## src/rtl/pswc_pkg.sv

```systemverilog
/*
 * Shared constants and types of the power-state wake controller:
 * register offsets, field positions, encodings, timing counts and the
 * state type. Assumes a 10 MHz system clock and an 8-bit register address.
 */
`default_nettype none
package pswc_pkg;
    // register offsets
    localparam logic [7:0]  A_INTERRUPT_STATUS_REGISTER     = 8'h58;
    localparam logic [7:0]  A_INT_EN      = 8'h5C;
    localparam logic [7:0]  A_TEST        = 8'h64;
    localparam logic [7:0]  A_PMC         = 8'h84;
    localparam logic [7:0]  A_PHY         = 8'hA4;
    // power_mgmt_control fields
    localparam int          PMC_READY     = 0;
    localparam int          PMC_PIN_EN    = 1;
    localparam int          PMC_PULSE     = 3;
    localparam int          PMC_WS_LO     = 4;
    localparam int          PMC_WF_EN     = 8;
    localparam int          PMC_EW_EN     = 9;
    localparam int          PMC_SEL_LO    = 12;
    // interrupt_status_register / enable field
    localparam int          IS_EVENT      = 17;
    // phy control fields
    localparam int          PHY_GEN_PD    = 0;
    localparam int          PHY_ED_PD     = 1;
    localparam int          PHY_ED_FLAG   = 2;
    localparam int          PHY_ED_IRQEN  = 3;
    // encodings
    localparam logic [1:0]  SEL_FULL      = 2'h0;
    localparam logic [1:0]  SEL_LIGHT     = 2'h1;
    localparam logic [1:0]  SEL_DEEP      = 2'h2;
    localparam logic [1:0]  WS_FRAME      = 2'h2;
    localparam logic [1:0]  WS_ENERGY     = 2'h1;
    // test register read pattern, value arbitrary
    localparam logic [31:0] TEST_PATTERN  = 32'h5A5A_C3C3;
    // timing
    localparam int          CLK_PERIOD_NS = 100;
    localparam int          RESUME_TIME_US = 2000;
    localparam int          RESUME_CYCLES = RESUME_TIME_US * 1000 / CLK_PERIOD_NS;
    localparam int          PULSE_TIME_MS = 50;
    localparam int          PULSE_CYCLES  = PULSE_TIME_MS * 1000000 / CLK_PERIOD_NS;
    localparam int          CNT_W         = 20;

    typedef enum logic [1:0] {
        ST_FULL,
        ST_LIGHT,
        ST_DEEP,
        ST_WAKE
    } pswc_state_t;

    typedef struct packed {
        logic [7:0]  addr;
        logic [31:0] wrData;
        logic        wrStrobe;
        logic        rdStrobe;
    } pswc_bus_req_t;

    typedef struct packed {
        logic        logicClkEn;
        logic        macClkEn;
        logic        hostClkEn;
        logic        frameDetectEn;
    } pswc_clk_t;

    typedef struct packed {
        logic        powerDown;
        logic        resetPulse;
    } pswc_phy_t;
endpackage
`default_nettype wire

```

## src/rtl/pswc_top.sv

```systemverilog
/*
 * Power-state wake controller: full power, light sleep and deep sleep,
 * wake by a write to the test register, ready flag, wake status, event
 * pin and event interrupt flag, plus the two PHY power-down controls.
 * Assumes a register master on the plain strobe port, frame detectors
 * on the same clock, and a line-energy pin from the analog front end.
 */
// Chosen here: the strobed register port and the address map.
`default_nettype none
// Function
// - One full and two sleep states; sleep reads only control.
// - Sleep entry clears ready until wake completes.
// - Writes ignored until first read after reset/wake.
// - Test write in sleep wakes, selects full power.
// - Select 01 enters light sleep, gates clocks.
// - Light sleep enables frame detection automatically.
// - Frame in light sleep sets status 10, pin.
// - Any event sets interrupt flag regardless of pin.
// - Deep select stops MAC and host clocks.
// - Carrier in deep sleep sets status 01, pin.
// - Flag held while event active, then write-1-clear.
// - Pulse select gives 50ms pin, else level.
// - Pin drops on status, enable or pin-enable clear.
// - Wake status is readable.
// - General powerdown bit holds PHY down, resets on clear.
// - Energy powerdown bit powers PHY down without energy.
// - Energy return powers up, sets flag, interrupts.
// - Ready set within 2ms of wake write.
module pswc_top
    import pswc_pkg::*;
#(
    parameter int unsigned RESUME_CYCLES_P = RESUME_CYCLES,
    parameter int unsigned PULSE_CYCLES_P  = PULSE_CYCLES
) (
    input  wire logic          clk_sys,
    input  wire logic          reset_n,
    input  wire logic          ce,
    input  wire logic [7:0]    addr,
    input  wire logic [31:0]   wrData,
    input  wire logic          wrStrobe,
    input  wire logic          rdStrobe,
    output var  logic [31:0]   rdData,
    input  wire logic          wakeFrameSeen,
    input  wire logic          magicFrameSeen,
    input  wire logic          lineEnergyPin,
    output var  logic          powerEvent,
    output var  logic          hostIrq,
    output var  pswc_clk_t     clkGate,
    output var  pswc_phy_t     phyCtl
);
    typedef struct packed {
        pswc_state_t        state;
        logic               ready;
        logic               readSeen;
        logic               pinEn;
        logic               pulseSel;
        logic               wakeFrameEn;
        logic               energyWakeEn;
        logic [1:0]         wakeStatus;
        logic [1:0]         stateSel;
        logic               evtSts;
        logic               evtIrqEn;
        logic               genPd;
        logic               edPd;
        logic               edFlag;
        logic               edIrqEn;
        logic               energyPrev;
        logic               evtPrev;
        logic [CNT_W-1:0]   pulseCnt;
        logic [CNT_W-1:0]   waitCnt;
        logic               powerEvent;
        logic               hostIrq;
        logic               phyReset;
        logic               phyPowerDown;
        logic [31:0]        rdData;
        pswc_clk_t          clk;
    } pswc_core_st_t;

    localparam logic [CNT_W-1:0] RESUME_LAST = CNT_W'(RESUME_CYCLES_P - 1);
    localparam logic [CNT_W-1:0] PULSE_LAST  = CNT_W'(PULSE_CYCLES_P - 1);

    pswc_core_st_t q;
    pswc_core_st_t d;
    pswc_bus_req_t req;
    logic          energy;
    logic          sleeping;
    logic          wakeWrite;
    logic          wrOk;
    logic          evtInt;
    logic          evtRise;
    logic          energyRise;

    function automatic logic hit(input logic [7:0] a, input logic [7:0] off);
        hit = (a == off);
    endfunction

    pswc_sync_in pswc_sync_in_i (
        .clk_sys  (clk_sys),
        .reset_n  (reset_n),
        .ce       (ce),
        .pinIn    (lineEnergyPin),
        .levelOut (energy)
    );

    assign req = '{addr: addr, wrData: wrData, wrStrobe: wrStrobe, rdStrobe: rdStrobe};

    always_comb begin
        d            = q;
        d.rdData     = '0;
        d.phyReset   = 1'b0;
        sleeping     = (q.state == ST_LIGHT) || (q.state == ST_DEEP);
        wakeWrite    = req.wrStrobe && hit(req.addr, A_TEST) && sleeping;
        wrOk         = req.wrStrobe && q.readSeen && q.ready && (q.state == ST_FULL);
        evtInt       = (q.wakeStatus[1] && q.wakeFrameEn) || (q.wakeStatus[0] && q.energyWakeEn);
        evtRise      = evtInt && !q.evtPrev;
        energyRise   = energy && !q.energyPrev;
        d.evtPrev    = evtInt;
        d.energyPrev = energy;

        // register reads
        if (req.rdStrobe) begin
            d.readSeen = 1'b1;
            if (hit(req.addr, A_PMC)) begin
                d.rdData[PMC_READY]                = q.ready;
                d.rdData[PMC_PIN_EN]               = q.pinEn;
                d.rdData[PMC_PULSE]                = q.pulseSel;
                d.rdData[PMC_WS_LO+1:PMC_WS_LO]    = q.wakeStatus;
                d.rdData[PMC_WF_EN]                = q.wakeFrameEn;
                d.rdData[PMC_EW_EN]                = q.energyWakeEn;
                d.rdData[PMC_SEL_LO+1:PMC_SEL_LO]  = q.stateSel;
            end else if (q.ready && q.state == ST_FULL) begin
                if (hit(req.addr, A_INTERRUPT_STATUS_REGISTER)) begin
                    d.rdData[IS_EVENT] = q.evtSts;
                end else if (hit(req.addr, A_INT_EN)) begin
                    d.rdData[IS_EVENT] = q.evtIrqEn;
                end else if (hit(req.addr, A_TEST)) begin
                    d.rdData = TEST_PATTERN;
                end else if (hit(req.addr, A_PHY)) begin
                    d.rdData[PHY_GEN_PD]   = q.genPd;
                    d.rdData[PHY_ED_PD]    = q.edPd;
                    d.rdData[PHY_ED_FLAG]  = q.edFlag;
                    d.rdData[PHY_ED_IRQEN] = q.edIrqEn;
                end
            end
        end

        // register writes, clears before hardware sets
        if (wrOk && hit(req.addr, A_PMC)) begin
            d.pinEn        = req.wrData[PMC_PIN_EN];
            d.pulseSel     = req.wrData[PMC_PULSE];
            d.wakeFrameEn  = req.wrData[PMC_WF_EN];
            d.energyWakeEn = req.wrData[PMC_EW_EN];
            d.wakeStatus   = q.wakeStatus & ~req.wrData[PMC_WS_LO+1:PMC_WS_LO];
            d.stateSel     = req.wrData[PMC_SEL_LO+1:PMC_SEL_LO];
        end
        if (wrOk && hit(req.addr, A_INTERRUPT_STATUS_REGISTER) && req.wrData[IS_EVENT]) begin
            d.evtSts = 1'b0;
        end
        if (wrOk && hit(req.addr, A_INT_EN)) begin
            d.evtIrqEn = req.wrData[IS_EVENT];
        end
        if (wrOk && hit(req.addr, A_PHY)) begin
            d.genPd    = req.wrData[PHY_GEN_PD];
            d.edPd     = req.wrData[PHY_ED_PD];
            d.edIrqEn  = req.wrData[PHY_ED_IRQEN];
            if (req.wrData[PHY_ED_FLAG]) begin
                d.edFlag = 1'b0;
            end
            d.phyReset = q.genPd && !req.wrData[PHY_GEN_PD];
        end

        // power state sequencing
        unique case (q.state)
            ST_FULL: begin
                if (wrOk && hit(req.addr, A_PMC)) begin
                    if (req.wrData[PMC_SEL_LO+1:PMC_SEL_LO] == SEL_LIGHT) begin
                        d.state = ST_LIGHT;
                        d.ready = 1'b0;
                    end else if (req.wrData[PMC_SEL_LO+1:PMC_SEL_LO] == SEL_DEEP) begin
                        d.state = ST_DEEP;
                        d.ready = 1'b0;
                    end
                end
            end
            ST_LIGHT: begin
                if (wakeFrameSeen || magicFrameSeen) begin
                    d.wakeStatus = WS_FRAME;
                end
            end
            ST_DEEP: begin
                if (energy) begin
                    d.wakeStatus = q.wakeStatus | WS_ENERGY;
                end
            end
            ST_WAKE: begin
                if (q.waitCnt >= RESUME_LAST) begin
                    d.state    = ST_FULL;
                    d.ready    = 1'b1;
                    d.readSeen = 1'b0;
                end else begin
                    d.waitCnt = q.waitCnt + 1'b1;
                end
            end
        endcase
        if (wakeWrite) begin
            d.state    = ST_WAKE;
            d.stateSel = SEL_FULL;
            d.waitCnt  = '0;
            d.readSeen = 1'b0;
        end

        // event flag, pin and interrupt
        if (evtInt) begin
            d.evtSts = 1'b1;
        end
        if (!evtInt) begin
            d.pulseCnt = '0;
        end else if (evtRise) begin
            d.pulseCnt = PULSE_LAST;
        end else if (q.pulseCnt != '0) begin
            d.pulseCnt = q.pulseCnt - 1'b1;
        end
        d.powerEvent = q.pinEn && evtInt && (!q.pulseSel || evtRise || q.pulseCnt != '0);

        // phy power-down controls
        if (q.edPd && energyRise) begin
            d.edFlag = 1'b1;
        end
        d.phyPowerDown = d.genPd || (d.edPd && !energy);
        d.hostIrq      = (q.evtSts && q.evtIrqEn) || (q.edFlag && q.edIrqEn);

        // clock gating follows the next state
        d.clk.logicClkEn    = (d.state == ST_FULL) || (d.state == ST_WAKE);
        d.clk.macClkEn      = (d.state != ST_DEEP);
        d.clk.hostClkEn     = (d.state != ST_DEEP);
        d.clk.frameDetectEn = (d.state == ST_LIGHT);
    end

    always_ff @(posedge clk_sys) begin
        if (!reset_n) begin
            q       <= '0;
            q.state <= ST_FULL;
            q.ready <= 1'b1;
            q.clk   <= '{logicClkEn: 1'b1, macClkEn: 1'b1, hostClkEn: 1'b1, frameDetectEn: 1'b0};
        end else if (ce) begin
            q <= d;
        end
    end

    assign rdData     = q.rdData;
    assign powerEvent = q.powerEvent;
    assign hostIrq    = q.hostIrq;
    assign clkGate    = q.clk;
    assign phyCtl     = '{powerDown: q.phyPowerDown, resetPulse: q.phyReset};
endmodule
`default_nettype wire

```

## src/rtl/pswc_sync_in.sv

```systemverilog
/*
 * Three-stage input synchroniser for a pin from outside the clock domain.
 * The output level follows once the second and third stage agree.
 * Assumes the caller holds ce high for the stages to advance.
 */
`default_nettype none
module pswc_sync_in
    import pswc_pkg::*;
(
    input  wire logic clk_sys,
    input  wire logic reset_n,
    input  wire logic ce,
    input  wire logic pinIn,
    output var  logic levelOut
);
    typedef struct packed {
        logic s1;
        logic s2;
        logic s3;
        logic lvl;
    } pswc_sync_st_t;

    pswc_sync_st_t q;
    pswc_sync_st_t d;

    always_comb begin
        d    = q;
        d.s1 = pinIn;
        d.s2 = q.s1;
        d.s3 = q.s2;
        if (q.s2 == q.s3) begin
            d.lvl = q.s3;
        end
    end

    always_ff @(posedge clk_sys) begin
        if (!reset_n) begin
            q <= '0;
        end else if (ce) begin
            q <= d;
        end
    end

    assign levelOut = q.lvl;
endmodule
`default_nettype wire

```

## config.mk

```make
export PLATFORM = sky130hd
export DESIGN_NAME = pswc_top
export DESIGN_NICKNAME = d
export VERILOG_FILES = /design/src/rtl/pswc_pkg.sv /design/src/rtl/pswc_top.sv /design/src/rtl/pswc_sync_in.sv
export SDC_FILE = /design/constraint.sdc
export NUM_CORES = 1
export LEC_CHECK = 0
export ABC_AREA = 1
export BUFFER_PORTS_ARGS = -buffer_cell sky130_fd_sc_hd__buf_2
export CAP_MARGIN = 20
export CORE_MARGIN = 3
export CORE_UTILIZATION = 56
export CTS_BUF_LIST = sky130_fd_sc_hd__clkbuf_16
export CTS_CLUSTER_DIAMETER = 150
export CTS_CLUSTER_SIZE = 25
export DETAILED_ROUTE_END_ITERATION = 8
export GPL_TIMING_DRIVEN = 0
export PLACE_DENSITY = 0.8
export SLEW_MARGIN = 30
export SYNTH_ARGS = -nofsm -noshare
export SYNTH_HDL_FRONTEND = slang
export SYNTH_SLANG_ARGS = --single-unit
```

## constraint.sdc

```tcl
create_clock -name clk_sys -period 2.85 [get_ports clk_sys]
set_clock_uncertainty 0.1 [all_clocks]
set_input_delay 0.7125 -clock clk_sys [delete_from_list [all_inputs] [get_ports clk_sys]]
set_output_delay 0.7125 -clock clk_sys [all_outputs]
set_load 0.03 [all_outputs]
```

==> flow_summary.toml <==
[status]
status = "finished clean"

[sta]
max_freq_mhz = 387
setup_violations = 0
period_minus_slack_ns = 2.58
slew_violations = 0
layout_setup_ws_ns = 0.267
fin_setup_tns_ns = 0
hold_viol = 0
maxSlewHeadroom = 0.460
grt_setup_unrepaired = "no"
tightest_slew_ns = 0.806
finalCritPeriodShare = 0.906

[pwr]
p_leak_nw = 2.35
power_mw = 2.64
powerDensity_nw_per_um2 = 497
max-vdd-ir-drop_mv = 0.367

[synth]
synth_edf_count = 0
avgSynthCellArea_um2 = 6.76
synth-seq-cells = 83
muxShareOfSynthArea = 0
synthSimpleGateAreaFrac = 0.308
synth_compound_area_frac = 0.139
synth_top_family_by_area = "simple AND/OR/NAND/NOR gates"
synthAdderAreaFrac = 0.0191
synth_warnings = 0
seq_area_frac_synth = 0.363
yosysUniqueCellTypes = 44
synth_cells = 677
async_flop_share = 0
synth-xor-area-share = 0.0230
syn_area_um2 = 4580
synth_ff_type = "dfxtp_1"

[grt]
antenna_found_initial = 0
grt.overflow.total = 0
grt_max_degree = 17
grt_pass1_wl_mm = 19.3
grt.total_usage = 0.262
grt_pass1_vias = 4237

[die]
start_util = 0.583
dieArea_um2 = 9290
rows = 32
core-area_um2 = 7850
ios = 88
die_w_um = 96.4
die_h_um = 96.4

[clock_network]
clock_latency_ns = 0.34
cts.sinks = 83
cts.reportedPaths.clkPinSlew_ns = 0.06
post_cts_buffers = 0
post_cts_resized = 0
cts_inserted_buffers = 9
cts_tree = "built"
ctsRootBufferMaster = "clkbuf_16"
htreeDepth = 3
cts_hold_buf = 0
clock_path_buffers = 2

[hold_path]
hold_path.class = "flop to flop"
hp-start = "q[56]"
min_path_cells = 2
hold_end = "q[56]"

[placement]
place.gp.congestion = 0.916
hpwl_mm = 8.54
io_buffers = 56
place_ws_ns = 0.172

[drt]
remaining_drc_errors = 0
via_per_inst = 5.37
dr_total_vias = 4617
ant_nets = 0
wire_per_inst_um = 13.5
firstDrtPassIters = 5
wl_mm = 11.6
drt-initial-drc-count = 209

[job]
cap_violations = 0

[worst_setup_path]
worst_setup_path_start_kind = "flop"
rrSetupSlack_ns = 0.27
path_max_fanout = 6
timing.rr.end = "clkGate[3]"
cp_data_required_time_ns = 2.95
end_kind = "flop"
crit_arrival_ns = 2.68
rr_startpoint = "q[98]"
worstRegToRegCells = 13
path_class = "flop to flop"

[finish]
antennaDiodeCount = 0
drive_gt1_frac = 0.173
fillers = 726
area_growth_pct = 16.4
layout_common_cells = "142 x nand2_1, 83 x dfxtp_1, 82 x nor2_1"
final_common_cell = "nand2_1"
final_nets = 808
## synthesized netlist by cell type (8+ instances only)
library cell	number	area (um^2)
dfxtp_1	83	1660
a21oi_1	58	290
nand2_1	142	533
buf_4	39	293
nand4_1	13	81.3
o21ai_0	37	185
xor2_1	8	70.1
clkbuf_1	10	37.5
nand3_1	37	185
nor3_1	21	105
nor2_1	82	308
inv_1	81	304
## flip-flops by register name, summed over array words and instances (netlist names)
signal                   cells
clkGate                      3
hostIrq                      1
phyCtl                       2
powerEvent                   1
pswc_sync_in_i.d             2
pswc_sync_in_i.levelOut      1
pswc_sync_in_i.q             1
q                           60
rdData                      12
## critical path: stages, from the launching register on
cell and delay, ns:
dfxtp_1 0.38, inv_1 0.16, ha_1 0.26, nand2_1 0.16
nor2_1 0.20, nand3_1 0.18, inv_1 0.19, nand3_1 0.13
a21oi_1 0.15, nand2_1 0.07, nand2_1 0.09, ha_1 0.23
nand2_1 0.07, nand3_1 0.09
## final cells by class
cell class | instances | area [um^2] | area share
buffer | 54 | 360 | 0.0677
clock buffer | 9 | 225 | 0.0423
clock inverter | 7 | 82.6 | 0.0155
inverter | 84 | 315 | 0.0592
multi-input combinational | 465 | 2270 | 0.427
sequential | 83 | 1660 | 0.312
tap | 102 | 128 | 0.0240
timing repair buffer | 56 | 280 | 0.0526
## metrics by stage
stage | instances | util | hold slack [ns] | area [um^2]
after floorplan | 686 | - | 0.323 | 4610
after global placement | 844 | 0.640 | 0.332 | 5020
after detailed placement | 844 | 0.640 | 0.342 | 5020
after CTS | 860 | 0.679 | 0.352 | 5330
after global routing | 860 | 0.679 | 0.382 | 5330
final | 860 | 0.679 | 0.349 | 5330
## per-layer routing
| layer | GRT usage | part of all wire | up-vias |
|---|---|---|---|
| li1 | - | - | 2311 |
| met1 | 0.334 | 0.44 | 2104 |
| met2 | 0.444 | 0.47 | 179 |
| met3 | 0.0511 | 0.067 | 23 |
| met4 | 0.0900 | 0.023 | 0 |
| met5 | 0 | 0 | - |
## where the power goes
part	internal [mW]	leakage, nW	switching [mW]	total [mW]
clock network	0.693	0.151	0.511	1.20
registers	1.17	0.671	0.0115	1.19
logic	0.0888	1.52	0.166	0.255
total	1.96	2.35	0.689	2.64
## how the worst max path moves through the flow
stage	from	end	slack, ns	cells past startpoint
after floorplan	addr[0]	clkGate[3]	0.60	12
after global placement	addr[0]	clkGate[3]	0.23	13
after detailed placement	addr[0]	clkGate[3]	0.17	13
after CTS	q[98]	clkGate[3]	0.32	13
after global routing	q[98]	clkGate[3]	0.0006	13
final	q[98]	clkGate[3]	0.27	13
## cell families (layout without fill, tap and decap cells)
kind of cell               count (synthesis)  after routing
DFF                                       83             83
and+or+nand+nor                          319            319
adders and majority gates                  7              7
AOI/OAI and AO/OA                        117            117
buffers and inverters                    138            210
other                                      1             10
xor gates and xnor gates                  12             12
Power figures use the tool's default switching activity.
